$ cat config.mk
export PLATFORM = sky130hd
export DESIGN_NAME = psreg_bank
export DESIGN_NICKNAME = d
export VERILOG_FILES = /design/src/rtl/psreg_pkg.sv /design/src/rtl/psreg_bank.sv
export SDC_FILE = /design/constraint.sdc
export NUM_CORES = 1
export LEC_CHECK = 0
export ABC_CLOCK_PERIOD_IN_PS = 4670
export BUFFER_PORTS_ARGS = -buffer_cell sky130_fd_sc_hd__buf_2
export CAP_MARGIN = 20
export CELL_PAD_IN_SITES_DETAIL_PLACEMENT = 1
export CELL_PAD_IN_SITES_GLOBAL_PLACEMENT = 1
export CORE_AREA = 2 2 209 211
export DETAILED_ROUTE_END_ITERATION = 10
export DIE_AREA = 0 0 211 213
export PLACE_DENSITY_LB_ADDON = 0.1
export SLEW_MARGIN = 30
export SYNTH_ARGS = -nofsm -noshare
export SYNTH_HDL_FRONTEND = slang
export SYNTH_SLANG_ARGS = --single-unit
export TNS_END_PERCENT = 100
$ cat constraint.sdc
create_clock -name clock_in -period 4.67 [get_ports clock_in]
set_input_delay 0.467 -clock clock_in [delete_from_list [all_inputs] [get_ports clock_in]]
set_output_delay 0.467 -clock clock_in [all_outputs]
set_load 0.01 [all_outputs]
$ cat src/rtl/psreg_pkg.sv
// command register map, option encodings and reset values of the power
// stage command register bank; used by the design, the bench keeps its own literals
package psreg_pkg;

  // =====================================================================
  // stored registers: code, reset value, word or byte wide
  localparam int NREG = 29;
  // linear formats: 5-bit exponent, 11-bit mantissa
  localparam logic [15:0] SLEW_0203  = 16'hd00d;
  localparam logic [15:0] SLEW_1953  = 16'hd07d;
  localparam logic [15:0] SLEW_29218 = 16'hd0bb;
  localparam logic [15:0] SLEW_9375  = 16'hd258;
  localparam logic [15:0] SCALE_QTR  = 16'hf001;
  localparam logic [15:0] SCALE_HALF = 16'hf002;
  localparam logic [15:0] SCALE_ONE  = 16'hf004;

  localparam logic [7:0] REG_CODE [NREG] = '{
    8'h01, 8'h02, 8'h10, 8'h1b, 8'h21, 8'h24, 8'h25, 8'h26, 8'h27, 8'h29,
    8'h33, 8'h35, 8'h36, 8'h37, 8'h41, 8'h43, 8'h45, 8'h46, 8'h47, 8'h4a,
    8'h4b, 8'h4f, 8'h50, 8'h51, 8'h55, 8'h56, 8'h60, 8'h61, 8'h62};
  localparam logic [15:0] REG_RST [NREG] = '{
    16'h0000, 16'h0017, 16'h0000, 16'h0000, 16'h0000, 16'h0b00,
    16'h06cd, 16'h0667, SLEW_0203, SCALE_HALF, 16'h092c, 16'hf80c,
    16'hf80b, 16'h0000, 16'h0040, 16'h0067, 16'h0040, 16'h081b,
    16'h0080, 16'he200, 16'h000e, 16'h008c, 16'h00c0, 16'h0073,
    16'h080a, 16'h00c0, 16'h0001, 16'h0005, 16'h0806};
  localparam logic REG_WIDE [NREG] = '{
    1'b0, 1'b0, 1'b0, 1'b0, 1'b1, 1'b1, 1'b1, 1'b1, 1'b1, 1'b1,
    1'b1, 1'b1, 1'b1, 1'b1, 1'b0, 1'b1, 1'b0, 1'b1, 1'b0, 1'b1,
    1'b1, 1'b1, 1'b0, 1'b1, 1'b1, 1'b0, 1'b1, 1'b1, 1'b1};

  // index of entries that the logic looks at
  localparam int IDX_RUN   = 0;
  localparam int IDX_ONOFF = 1;
  localparam int IDX_LOCK  = 2;
  localparam int IDX_MASK  = 3;
  localparam int IDX_VCMD  = 4;
  localparam int IDX_SLEW  = 8;
  localparam int IDX_SCALE = 9;
  localparam int IDX_ROLE  = 13;
  localparam int IDX_PEAK  = 17;
  localparam int IDX_AVGW  = 19;
  localparam int IDX_NEG   = 20;
  localparam int IDX_VINOV = 25;

  // =====================================================================
  // commands without storage
  localparam logic [7:0] CMD_CLEAR   = 8'h03;
  localparam logic [7:0] CMD_SAVE    = 8'h15;
  localparam logic [7:0] CMD_LOAD    = 8'h16;
  localparam logic [7:0] CMD_FEATURE = 8'h19;
  localparam logic [7:0] CMD_FORMAT  = 8'h20;
  localparam logic [7:0] FEATURE_VAL = 8'hb0;
  localparam logic [7:0] FORMAT_VAL  = 8'h17;

  // =====================================================================
  // field positions and codes
  localparam int ONOFF_PU   = 4;
  localparam int ONOFF_CMD  = 3;
  localparam int ONOFF_PIN  = 2;
  localparam int ONOFF_POL  = 1;
  localparam int RUN_ON     = 7;
  localparam logic [7:0] LOCK_ALL  = 8'h80;
  localparam logic [7:0] LOCK_RUN  = 8'h40;
  localparam logic [7:0] LOCK_CFG  = 8'h20;
  localparam logic [7:0] BLK_COUNT = 8'h01;
  localparam logic [15:0] ROLE_MAX = 16'h0003;
  localparam logic [7:0] ACT_LOW_MASK = 8'h3f;
  localparam logic [7:0] CRC_POLY  = 8'h07;
  localparam int FLT_CML = 0;

endpackage : psreg_pkg

$ cat src/rtl/psreg_bank.sv
// power stage command register bank: stored settings, fault latching,
// alert gating and the packet check byte for the management bus.
// assumes a transaction engine that decodes frames into one-cycle
// command strobes and feeds every frame byte to the check byte engine.
`timescale 1ns/1ps

module psreg_bank #(
  parameter int FLT_W = 8
) (
  input  wire logic        clock_in,
  input  wire logic        resetn_in,
  input  wire logic [7:0]  cmd_in,
  input  wire logic        wr_in,
  input  wire logic        wr_block_in,
  input  wire logic [15:0] wdata_in,
  input  wire logic        rd_in,
  input  wire logic        rd_block_in,
  input  wire logic        enable_pin_in,
  input  wire logic [FLT_W-1:0] fault_src_in,
  input  wire logic        crc_clr_in,
  input  wire logic        crc_valid_in,
  input  wire logic [7:0]  crc_byte_in,
  output logic      [15:0] rd_data_out,
  output logic             rd_valid_out,
  output logic             regulate_out,
  output logic      [15:0] slew_out,
  output logic      [15:0] fb_ratio_out,
  output logic      [1:0]  phase_role_out,
  output logic      [1:0]  vin_ov_action_out,
  output logic      [FLT_W-1:0] fault_status_out,
  output logic             alert_out,
  output logic             nvm_save_out,
  output logic             nvm_load_out,
  output logic      [7:0]  pec_out
);

  // =====================================================================
  // decode
  localparam int N = psreg_pkg::NREG;

  logic [15:0]      regs_ff [N];
  logic [N-1:0]     hit;
  logic             known;
  logic [15:0]      wval;
  logic             blk_ok;
  logic             lock_ok;
  logic             val_ok;
  logic             wr_ok;
  logic             bad_wr;
  logic             bad_rd;
  logic             clear_evt;
  logic [FLT_W-1:0] flt_now;
  logic [FLT_W-1:0] fault_lat_ff;
  logic [FLT_W-1:0] nxt_fault_lat;
  logic [15:0]      nxt_rd_data;
  logic [7:0]       rd_byte;
  logic [7:0]       crc_ff;
  logic             rd_valid_ff;
  logic             save_ff;
  logic             load_ff;

  genvar g;
  for (g = 0; g < N; g++) begin : g_hit
    assign hit[g] = (cmd_in == psreg_pkg::REG_CODE[g]);
  end
  assign known = |hit;

  // block write: low byte is the count, high byte the data
  assign blk_ok = !wr_block_in ||
                  (wdata_in[7:0] == psreg_pkg::BLK_COUNT);
  assign wval   = wr_block_in ? {8'h00, wdata_in[15:8]} : wdata_in;

  // lock levels widen what stays writable as the code goes down
  always_comb begin
    logic [7:0] lk;
    lk = regs_ff[psreg_pkg::IDX_LOCK][7:0];
    lock_ok = 1'b1;
    if (lk == psreg_pkg::LOCK_ALL) begin
      lock_ok = hit[psreg_pkg::IDX_LOCK];
    end else if (lk == psreg_pkg::LOCK_RUN) begin
      lock_ok = hit[psreg_pkg::IDX_LOCK] | hit[psreg_pkg::IDX_RUN];
    end else if (lk == psreg_pkg::LOCK_CFG) begin
      lock_ok = hit[psreg_pkg::IDX_LOCK] | hit[psreg_pkg::IDX_RUN] |
                hit[psreg_pkg::IDX_ONOFF] | hit[psreg_pkg::IDX_VCMD];
    end
  end

  // option-set registers refuse anything outside their list
  always_comb begin
    val_ok = 1'b1;
    if (hit[psreg_pkg::IDX_SLEW]) begin
      val_ok = (wval == psreg_pkg::SLEW_0203) ||
               (wval == psreg_pkg::SLEW_1953) ||
               (wval == psreg_pkg::SLEW_29218) ||
               (wval == psreg_pkg::SLEW_9375);
    end else if (hit[psreg_pkg::IDX_SCALE]) begin
      val_ok = (wval == psreg_pkg::SCALE_QTR) ||
               (wval == psreg_pkg::SCALE_HALF) ||
               (wval == psreg_pkg::SCALE_ONE);
    end else if (hit[psreg_pkg::IDX_ROLE]) begin
      val_ok = (wval <= psreg_pkg::ROLE_MAX);
    end else if (hit[psreg_pkg::IDX_VINOV]) begin
      val_ok = (wval[15:8] == 8'h00) &&
               ((wval[7:0] & psreg_pkg::ACT_LOW_MASK) == 8'h00);
    end
  end

  // the host is trusted to stop regulation before setting writes and
  // store/load; nothing here refuses them while running
  assign clear_evt = wr_in && (cmd_in == psreg_pkg::CMD_CLEAR) && blk_ok;
  assign wr_ok = wr_in && known && blk_ok && lock_ok && val_ok;
  assign bad_wr = wr_in && !wr_ok && !clear_evt &&
                  !(blk_ok && (cmd_in == psreg_pkg::CMD_SAVE ||
                               cmd_in == psreg_pkg::CMD_LOAD));
  // reads of write-only or unknown codes also count as comm faults
  assign bad_rd = rd_in && !known &&
                  (cmd_in != psreg_pkg::CMD_FEATURE) &&
                  (cmd_in != psreg_pkg::CMD_FORMAT);

  // =====================================================================
  // storage
  for (g = 0; g < N; g++) begin : g_reg
    always_ff @(posedge clock_in) begin
      if (!resetn_in) begin
        regs_ff[g] <= psreg_pkg::REG_RST[g];
      end else if (wr_ok && hit[g]) begin
        regs_ff[g] <= psreg_pkg::REG_WIDE[g] ? wval : {8'h00, wval[7:0]};
      end
    end
  end

  // =====================================================================
  // read back
  always_comb begin
    rd_byte = 8'h00;
    nxt_rd_data = 16'h0000;
    if (cmd_in == psreg_pkg::CMD_FEATURE) begin
      nxt_rd_data = {8'h00, psreg_pkg::FEATURE_VAL};
    end else if (cmd_in == psreg_pkg::CMD_FORMAT) begin
      nxt_rd_data = {8'h00, psreg_pkg::FORMAT_VAL};
    end
    for (int i = 0; i < N; i++) begin
      if (hit[i] && i != psreg_pkg::IDX_MASK) begin
        nxt_rd_data = regs_ff[i];
      end
    end
    rd_byte = nxt_rd_data[7:0];
    if (rd_block_in) begin
      nxt_rd_data = {rd_byte, psreg_pkg::BLK_COUNT};
    end
  end

  always_ff @(posedge clock_in) begin
    if (!resetn_in) begin
      rd_data_out <= 16'h0000;
      rd_valid_ff <= 1'b0;
    end else begin
      rd_valid_ff <= rd_in;
      if (rd_in) begin
        rd_data_out <= nxt_rd_data;
      end
    end
  end
  assign rd_valid_out = rd_valid_ff;

  // =====================================================================
  // fault latching and alert
  always_comb begin
    flt_now = fault_src_in;
    flt_now[psreg_pkg::FLT_CML] = fault_src_in[psreg_pkg::FLT_CML] |
                                  bad_wr | bad_rd;
    // a fault still present or arriving in the clear cycle survives
    if (clear_evt) begin
      nxt_fault_lat = flt_now;
    end else begin
      nxt_fault_lat = fault_lat_ff | flt_now;
    end
  end

  always_ff @(posedge clock_in) begin
    if (!resetn_in) begin
      fault_lat_ff <= '0;
    end else begin
      fault_lat_ff <= nxt_fault_lat;
    end
  end

  assign fault_status_out = fault_lat_ff;
  // mask bit set means that source never raises the alert
  assign alert_out = |(fault_lat_ff &
                       ~regs_ff[psreg_pkg::IDX_MASK][FLT_W-1:0]);

  // =====================================================================
  // nonvolatile store requests
  always_ff @(posedge clock_in) begin
    if (!resetn_in) begin
      save_ff <= 1'b0;
      load_ff <= 1'b0;
    end else begin
      save_ff <= wr_in && blk_ok && (cmd_in == psreg_pkg::CMD_SAVE);
      load_ff <= wr_in && blk_ok && (cmd_in == psreg_pkg::CMD_LOAD);
    end
  end
  assign nvm_save_out = save_ff;
  assign nvm_load_out = load_ff;

  // =====================================================================
  // setting outputs
  always_comb begin
    logic [7:0] oc;
    logic       cmd_ok;
    logic       pin_ok;
    oc = regs_ff[psreg_pkg::IDX_ONOFF][7:0];
    cmd_ok = !oc[psreg_pkg::ONOFF_CMD] ||
             regs_ff[psreg_pkg::IDX_RUN][psreg_pkg::RUN_ON];
    pin_ok = !oc[psreg_pkg::ONOFF_PIN] ||
             (enable_pin_in == oc[psreg_pkg::ONOFF_POL]);
    // with the power-up bit clear the stage runs whenever supplied
    regulate_out = !oc[psreg_pkg::ONOFF_PU] || (cmd_ok && pin_ok);
  end

  assign slew_out          = regs_ff[psreg_pkg::IDX_SLEW];
  assign fb_ratio_out      = regs_ff[psreg_pkg::IDX_SCALE];
  assign phase_role_out    = regs_ff[psreg_pkg::IDX_ROLE][1:0];
  assign vin_ov_action_out = regs_ff[psreg_pkg::IDX_VINOV][7:6];

  // =====================================================================
  // packet check byte, msb first, no reflection
  function automatic logic [7:0] crc_step(input logic [7:0] c,
                                          input logic [7:0] d);
    logic [7:0] x;
    x = c ^ d;
    for (int b = 0; b < 8; b++) begin
      x = x[7] ? ((x << 1) ^ psreg_pkg::CRC_POLY) : (x << 1);
    end
    return x;
  endfunction : crc_step

  always_ff @(posedge clock_in) begin
    if (!resetn_in || crc_clr_in) begin
      crc_ff <= 8'h00;
    end else if (crc_valid_in) begin
      crc_ff <= crc_step(crc_ff, crc_byte_in);
    end
  end
  assign pec_out = crc_ff;
endmodule : psreg_bank

; ---- Word-level counts from Yosys, hierarchy flattened
; Memory sizes are Yosys's and may differ from the RTL's.
; Index checks and enable logic that the tools add are counted.
[totals]
regBits = 35
ramBits = 464
input_bits = 49
n_memories = 1
[mem_list]
columns = name, depth, word_bits, rd, rd_clocked_by_memory_dff, wr, line_no
row1 = regs_ff, 29, 16, 29, 0, 29, psreg_bank.sv:41  ; logic [15:0] regs_ff [N];
[classes]
magnitude_cmp = 1
n_eq_ne = 48
muxes = 165
n_bitwise = 46
reduce_logical = 71
[op_table]
columns = operator, count
row1 = 16-bit two-way mux, 59
row2 = 8-bit by 7-bit == test with 1-bit output (second input constant), 16
row3 = 16-bit == test (second input constant), 7
row4 = 8-bit by 6-bit == test with 1-bit output (second input constant), 12
row5 = 1-bit two-way mux, 95
row6 = 1-bit logical AND, 47
row7 = 8-bit by 5-bit == test with 1-bit output (second input constant), 5
row8 = 1-bit bitwise OR, 34
row9 = 29-bit OR reduction, 1
row10 = 3-bit two-way mux, 8
row11 = 3-bit NOT, 8
row12 = 8-bit by 1-bit == test with 1-bit output (second input constant), 2
row13 = 8-bit by 2-bit == test with 1-bit output (second input constant), 2
row14 = 16-bit by 2-bit less-or-equal comparator with 1-bit output (second input constant), 1
row15 = 8-bit logical NOT, 2
row16 = 8-bit two-way mux, 2
row17 = 1-bit logical OR, 11
row18 = 1-bit logical NOT, 9
row19 = 8-bit bitwise AND, 1
row20 = 8-bit == test (second input constant), 1
row21 = 8-bit by 5-bit inequality test with 1-bit output (second input constant), 1
row22 = 8-bit by 6-bit inequality test with 1-bit output (second input constant), 1
row23 = 8-bit NOT, 1
row24 = 8-bit bitwise OR, 1
row25 = 4 further kinds, 4

; ---- Depth between registers and ports, before layout
; Gate-level depths: netlist (run 1).
[logic_depth]
word_depth = 32
mapped_depth = 14
mapped_depth_nobuf = 8

; ---- Least setup slack after synthesis (run 1)
; Ideal clock, no wire load.
[synth_timing]
path_kind = input -> register
start = input port cmd_in[4]
end = memory regs_ff[26][0] (netlist: regs_ff[1][160]) (enable)
setup_time_ns = 0.411
arrival_ns = 3.457
setup_slack_ns = 0.802
path_stages = 11
cell_sequence = buf_2 -> or4b_1 -> clkbuf_1 -> o21ai_1 -> a32oi_1 -> o22a_1 -> o2111ai_2 -> nand4_4 -> buf_2 -> clkbuf_1 -> o21ai_0
[synth_lines]
columns = element, line_no
row1 = "start, declared", psreg_bank.sv:12  ; input wire logic [7:0] cmd_in,
row2 = "end, declared", psreg_bank.sv:41

; ---- Final worst setup path (run 1)
[layout_timing]
start = input port cmd_in[3]
end = register rd_data_out[8]
[layout_between]
elab_chain_len = 32
word_cells_on_any_way = 61
[layout_lines]
columns = element, line_no
row1 = 8-bit by 6-bit == test with 1-bit output, psreg_bank.sv:139  ; end else if (cmd_in == psreg_pkg::CMD_FORMAT) begin
row2 = 5-bit two-way mux, psreg_bank.sv:139
row3 = 8-bit two-way mux, psreg_bank.sv:137  ; if (cmd_in == psreg_pkg::CMD_FEATURE) begin
row4 = 16-bit two-way mux (27 in series), psreg_bank.sv:143  ; if (hit[i] && i != psreg_pkg::IDX_MASK) begin
row5 = 16-bit two-way mux (*), psreg_bank.sv:143
row6 = 16-bit two-way mux (*), psreg_bank.sv:148  ; if (rd_block_in) begin
row7 = "end signal, assigned", psreg_bank.sv:160  ; rd_data_out <= nxt_rd_data;
row8 = "end, declared", psreg_bank.sv:23  ; output logic [15:0] rd_data_out,
; Mark *: on every way between the ends. The rest lies on a longest branch, timed or not.
; A chain may end at the register's enable or synchronous reset.

==> reports/results.tsv, run 1 <==
metric	value	unit
Core ar.	42700	µm²
CP arrival	4.44	ns
Slew Viols, Final	0	
Die Ht	213	µm
peak supply drop	0.283	mV
cts hold-fix bufs	0	
antenna violations before repair	4	
status	finished, final reports clean	
clock skew	0.0245	ns
final std cells w/o fill	2633	
Synth top area share	56.7	%
crit path cell chain	buf_2 -> buf_4 -> or4b_1 -> nor2_1 -> buf_4 -> a221oi_1 -> o211ai_1 -> a211oi_1 -> nor3_1 -> a221o_1 -> a211o_1	
Final Wtd Congestion	0.997	
wire length per cell	31.5	µm
Async SR Flop Fraction	0	%
htree depth	2	
Vias/cell	6.65	
CTS buffer count	46	
setup ws final	0.699	ns
relative slew slack	30.6	%
HPWL after DPL	58.0	mm
Synth area leader	edfxtp_1	
top cells by area, synth	edfxtp_1 57%, nor2_1 6.7%, dfxtp_1 3.4%	
CP peak stage delay	0.71	ns
CP endpoint kind	flop	
layout cells sized above 1	18.4	%
FP Rows	76	
post-CTS sizing	0	
CTS tree	built	
register area share after synthesis	60.1	%
Port Buf Inserts	121	
gr usage total	37.1	%
Die Wd	211	µm
largest net degree at the start of global routing	58	
area grow syn2layout	14.2	%
CP max FO	24	
dpl ws	0.212	ns
Synth Flop Type	edfxtp_1	
DRT antenna net count	0	
placed cell count	2547	
most frequent cell after synthesis	edfxtp_1	
Synth Warn #	0	
most frequent CP cell	buf_4	
setup TNS	0	ns
Clock Latency Late Sink	0.60	ns
number of synthesized flops with an enable pin	392	
min-delay worst type	in -> reg	
Pre-antenna DRT Iters	6	
Post-synth top cells	392 x edfxtp_1, 370 x nor2_1, 178 x nand2_1	
post-synth cell types	92	
GR Overflow Total	0	
WP buf/inv	3	
RSZ-0062 raised after global routing	no	
clk slew on worst S/H paths	0.06	ns
PwrDens	365	nW/µm²
Lkg Pwr	7.84	nW
Critical-path top delay cell	a211oi_1	
DR vias	17498	
hold_ws	0.0874	ns
Residual DRC	0	
1st-iter DRT viols	2599	
synthesis-stage register bit count	427	
clk sinks	427	
drt total wl	83.0	mm
first-pass GRT wire length	119	mm
Root Buffer	clkbuf_16	
Worst R2R Setup Slack	1.73	ns
Hold Vio Cnt, Final	0	
Synth Area per Inst	10.9	µm²
Required @ worst endpoint	5.14	ns
fin crit share	85.0	%
Layout Nets	2098	
f_max	0.252	GHz
Syn Std Cell Area	20700	µm²
number of global-route vias before repair	17478	
Ports	122	
minimum clock period	3.97	ns
CP top delay family	compound AO/OA/AOI/OAI gates	
full die area	44900	µm²
Final Setup Violations	0	
Starting Density	48.6	%
startpoint type of the worst setup path	input port	
slew at the pin with the worst max-slew slack	1.04	ns
CTS Buffer Depth	3	
Cells after Synth	1902	
Max Cap Viol	0	
Setup Buffers After CTS	0	
critical path class	in -> reg	
[flip-flops by register name, summed over array words and instances (netlist names)]
| register | cells |
|---|---|
| nvm_save_out | 1 |
| rd_valid_out | 1 |
| nvm_load_out | 1 |
| rd_data_out | 16 |
| regs_ff | 392 |
| pec_out | 8 |
| fault_status_out | 8 |
[where the power goes]
part	switching [mW]	internal [mW]	leakage (nW)
Sequential	0.0718	4.29	4.01
Combinational	0.462	0.212	3.12
Clock	1.54	2.07	0.709
Total	2.07	6.57	7.84
[path summary, 6_finish.rpt]
| kind | cells after the start | from | end |
|---|---|---|---|
| min reg2reg | 2 | rd_data_out[4] | rd_data_out[4] |
| max | 11 | cmd_in[3] | rd_data_out[8] |
| max reg2reg | 7 | regs_ff[0][39] | regs_ff[0][194] |
| min | 3 | fault_src_in[5] | fault_status_out[5] |
[final cells by class]
cell class | instances | area [µm²]
fillers | 4558 | 19000
flip-flops and latches | 427 | 12500
multi-input cells | 1295 | 7320
repair buffers | 261 | 1680
clock buffers | 64 | 1310
well taps | 546 | 683
clock inverters | 21 | 146
inverters | 18 | 67.6
diodes | 1 | 2.50
[stage by stage]
step	cell area [µm²]	power, mW	util [%]
final	23700	8.64	55.5
after global routing	23700	8.85	55.5
after CTS	23700	8.65	55.5
after detailed placement	22200	5.10	52.0
after global placement	22200	5.07	52.0
after floorplan	20900	4.81	-
[per-layer routing]
| metal | vias to the layer above | wire length (µm) | global-route usage [%] |
|---|---|---|---|
| met4 | 6 | 3560 | 14.3 |
| met1 | 8877 | 31900 | 49.7 |
| met5 | - | 143 | 0 |
| met3 | 231 | 9540 | 9.10 |
| li1 | 7267 | - | - |
| met2 | 1117 | 37800 | 58.3 |
[kinds of logic (layout without fill, tap and decap cells)]
family	Yosys count	in the layout	share of synthesized area, %
buf+inv	219	364	5.41
simple gates	747	747	17.1
other cells	2	42	0.0362
xor+xnor	29	29	1.22
mux	24	24	1.25
flops	427	427	60.1
compound gates	454	454	14.9
[worst register-to-register path, cell delays in order (launching register included)]
cell and delay (ns):
edfxtp_1 0.45, a21oi_1 0.15, mux2i_1 0.09, o32a_1 0.33, o31a_1 0.40, nand4_4 0.27
or3_1 0.84, nor2_1 0.12
[cells in the final DEF, fill, tap and decap left out, types with 19 or more instances in the layout]
| master | instances |
|---|---|
| edfxtp_1 | 392 |
| nor2_1 | 370 |
| nand2_1 | 178 |
| buf_4 | 138 |
| buf_2 | 121 |
| a21oi_1 | 96 |
| o21ai_0 | 72 |
| clkbuf_16 | 49 |
| conb_1 | 41 |
| o22ai_1 | 35 |
| dfxtp_1 | 35 |
| nand3_1 | 31 |
| a221oi_1 | 28 |
| a22oi_1 | 27 |
| o21ai_1 | 26 |
| nor3_1 | 22 |
| o221ai_1 | 21 |
| a211oi_1 | 21 |
| mux2i_1 | 19 |
(Power assumes the default switching activity.)
==> inputs of run 2 (changes only) <==
--- a/config.mk
+++ b/config.mk
@@ -14,6 +14,7 @@
 export DETAILED_ROUTE_END_ITERATION = 10
 export DIE_AREA = 0 0 211 213
 export PLACE_DENSITY_LB_ADDON = 0.1
+export RECOVER_POWER = 25
 export SLEW_MARGIN = 30
 export SYNTH_ARGS = -nofsm -noshare
 export SYNTH_HDL_FRONTEND = slang
==> run 2 against run 1 <==
  * Die area stayed put
  * Global-route usage stayed put
  * Flip-flop and latch count stayed put
  * Count of clock-buffer cells in the layout stayed put
  * Clock skew is 0.0042 ns lower
  * Sequential share of layout area is 0.34 points higher
  * Sequential power hardly changed
  * First-iteration DRC count is 0.88% lower
  * Critical path depth stayed put
  * Combinational power is 2% lower
==> reports/results.tsv, run 2 (synthesized netlist as in run 1, its figures left out) <==
metric	value	unit	change
cts hold-fix bufs	0		unchanged
CP max FO	25		was 24
Post-DP Area	22200	µm²	unchanged
clk sinks	427		unchanged
area grow syn2layout	13.4	%	was 14.2%
peak supply drop	0.283	mV	about the same
Die Ht	213	µm	unchanged
R2R Path Start	regs_ff[0][39]		unchanged
clk slew on worst S/H paths	0.06	ns	about the same
f_max	0.233	GHz	was 0.252 GHz
Slew Viols, Final	0		unchanged
CP top delay family	buffers and inverters		was compound AO/OA/AOI/OAI gates
wire length per cell	31.5	µm	about the same
Starting Density	48.6	%	unchanged
Core ar.	42700	µm²	unchanged
layout cells sized above 1	14.0	%	was 18.4%
post-CTS sizing	0		unchanged
slew at the pin with the worst max-slew slack	1.48	ns	was 1.04 ns
Final Setup Violations	0		unchanged
Port Buf Inserts	121		unchanged
fin crit share	91.9	%	was 85.0%
status	finished, final reports clean		unchanged
RSZ-0062 raised after global routing	no		unchanged
min-delay worst type	in -> reg		unchanged
Die Wd	211	µm	unchanged
CP arrival	4.58	ns	was 4.44 ns
1st-iter DRT viols	2576		was 2599
crit path cell chain	buf_2 -> clkbuf_1 -> nor2b_1 -> clkbuf_1 -> a32oi_1 -> o22a_1 -> o2111ai_1 -> nand4_4 -> nor2_1 -> clkbuf_1 -> nand2_1		was buf_2 -> buf_4 -> or4b_1 -> nor2_1 -> buf_4 -> a221oi_1 -> o211ai_1 -> a211oi_1 -> nor3_1 -> a221o_1 -> a211o_1
final std cells w/o fill	2634		was 2633
leading cell type in the layout, fill and taps excluded	edfxtp_1		unchanged
most frequent cells in the layout	392 x edfxtp_1, 371 x nor2_1, 178 x nand2_1, 123 x buf_4, 100 x clkbuf_1		was 392 x edfxtp_1, 370 x nor2_1, 178 x nand2_1, 138 x buf_4, 121 x buf_2
antenna violations before repair	4		unchanged
hold_ws	0.0899	ns	was 0.0874 ns
registers with the most flip-flops	regs_ff (392), rd_data_out (16)		unchanged
placed cell count	2547		unchanged
drt total wl	83.0	mm	about the same
Top reg by flops	regs_ff		unchanged
gr usage total	37.1	%	unchanged
Largest register FFs	392		unchanged
Residual DRC	0		unchanged
# fillers	4622		was 4558
Total Power	8.62	mW	was 8.64 mW
CP Depth	11		unchanged
Worst Reg-to-Reg Cells	7		unchanged
DRT antenna net count	0		unchanged
Hold Vio Cnt, Final	0		unchanged
HPWL after DPL	58.0	mm	unchanged
htree depth	2		unchanged
startpoint type of the worst setup path	input port		unchanged
setup TNS	0	ns	unchanged
most frequent CP cell	clkbuf_1		was buf_4
relative slew slack	1.08	%	was 30.6%
FP Rows	76		unchanged
Hold Startpoint	fault_src_in[5]		unchanged
full die area	44900	µm²	unchanged
CP peak stage delay	0.88	ns	was 0.71 ns
CP endpoint kind	flop		unchanged
DR vias	17508		about the same
CTS buffer count	46		unchanged
Clock Latency Late Sink	0.59	ns	was 0.60 ns
setup ws final	0.376	ns	was 0.699 ns
largest net degree at the start of global routing	58		unchanged
CTS Buffer Depth	3		unchanged
Lkg Pwr	7.54	nW	was 7.84 nW
Final Wtd Congestion	0.997		unchanged
R2R Path End	regs_ff[1][142]		was regs_ff[0][194]
CTS tree	built		unchanged
Vias/cell	6.65		about the same
post-route cell area	23500	µm²	was 23700 µm²
fin util	55.1	%	was 55.5%
Layout Nets	2098		unchanged
Pre-antenna DRT Iters	8		was 6
Setup Buffers After CTS	0		unchanged
first-pass GRT wire length	119	mm	unchanged
PwrDens	366	nW/µm²	was 365 nW/µm²
number of global-route vias before repair	17478		unchanged
Max Cap Viol	0		unchanged
Required @ worst endpoint	4.95	ns	was 5.14 ns
critical path class	in -> reg		unchanged
dpl ws	0.212	ns	unchanged
Root Buffer	clkbuf_16		unchanged
minimum clock period	4.29	ns	was 3.97 ns
GR Overflow Total	0		unchanged
Critical-path top delay cell	clkbuf_1		was a211oi_1
Worst R2R Setup Slack	1.45	ns	was 1.73 ns
Ports	122		unchanged
clock skew	0.0203	ns	was 0.0245 ns
Hold Path Sink	fault_status_out[5]		unchanged
WP buf/inv	4		was 3
Min-Delay Path Depth	3		unchanged
## run 2: worst register-to-register path, cell delays in order, from the launching register on
cell and delay (ns):
edfxtp_1 0.45, a21oi_1 0.15, mux2i_1 0.08, o32a_1 0.32
o31a_1 0.40, nand4_4 0.26, or2_0 1.11, nor2_1 0.12
## run 2: worst max-delay path by stage
stage | from | to
floorplan | cmd_in[4] | regs_ff[1][160]
global placement | cmd_in[3] | rd_data_out[8]
detailed placement | cmd_in[3] | rd_data_out[8]
CTS | cmd_in[3] | rd_data_out[8]
global route | cmd_in[2] | regs_ff[0][7]
finish | cmd_in[2] | regs_ff[0][240]
## run 2: power by group
part	internal, mW	leakage [nW]	switching (mW)	total [mW]
clock network	2.07	0.709	1.53	3.60
logic	0.198	2.82	0.460	0.659
registers	4.29	4.01	0.0725	4.37
total	6.56	7.54	2.07	8.62
## run 2: area by class of cell
class	count	area, µm²	share of cell area [%]
inverters	18	67.6	0.287
multi-input cells	1295	7310	31.1
diodes	2	5.00	0.0213
well taps	546	683	2.90
flip-flops and latches	427	12500	53.0
repair buffers	261	1530	6.52
clock buffers	64	1310	5.58
clock inverters	21	146	0.622
## run 2: metal layers
metal | vias to the layer above | global-route usage, % | share of wire, %
li1 | 7272 | - | -
met5 | - | 0 | 0.028
met3 | 212 | 9.10 | 11
met2 | 1098 | 58.3 | 46
met4 | 4 | 14.3 | 4.1
met1 | 8922 | 49.7 | 39
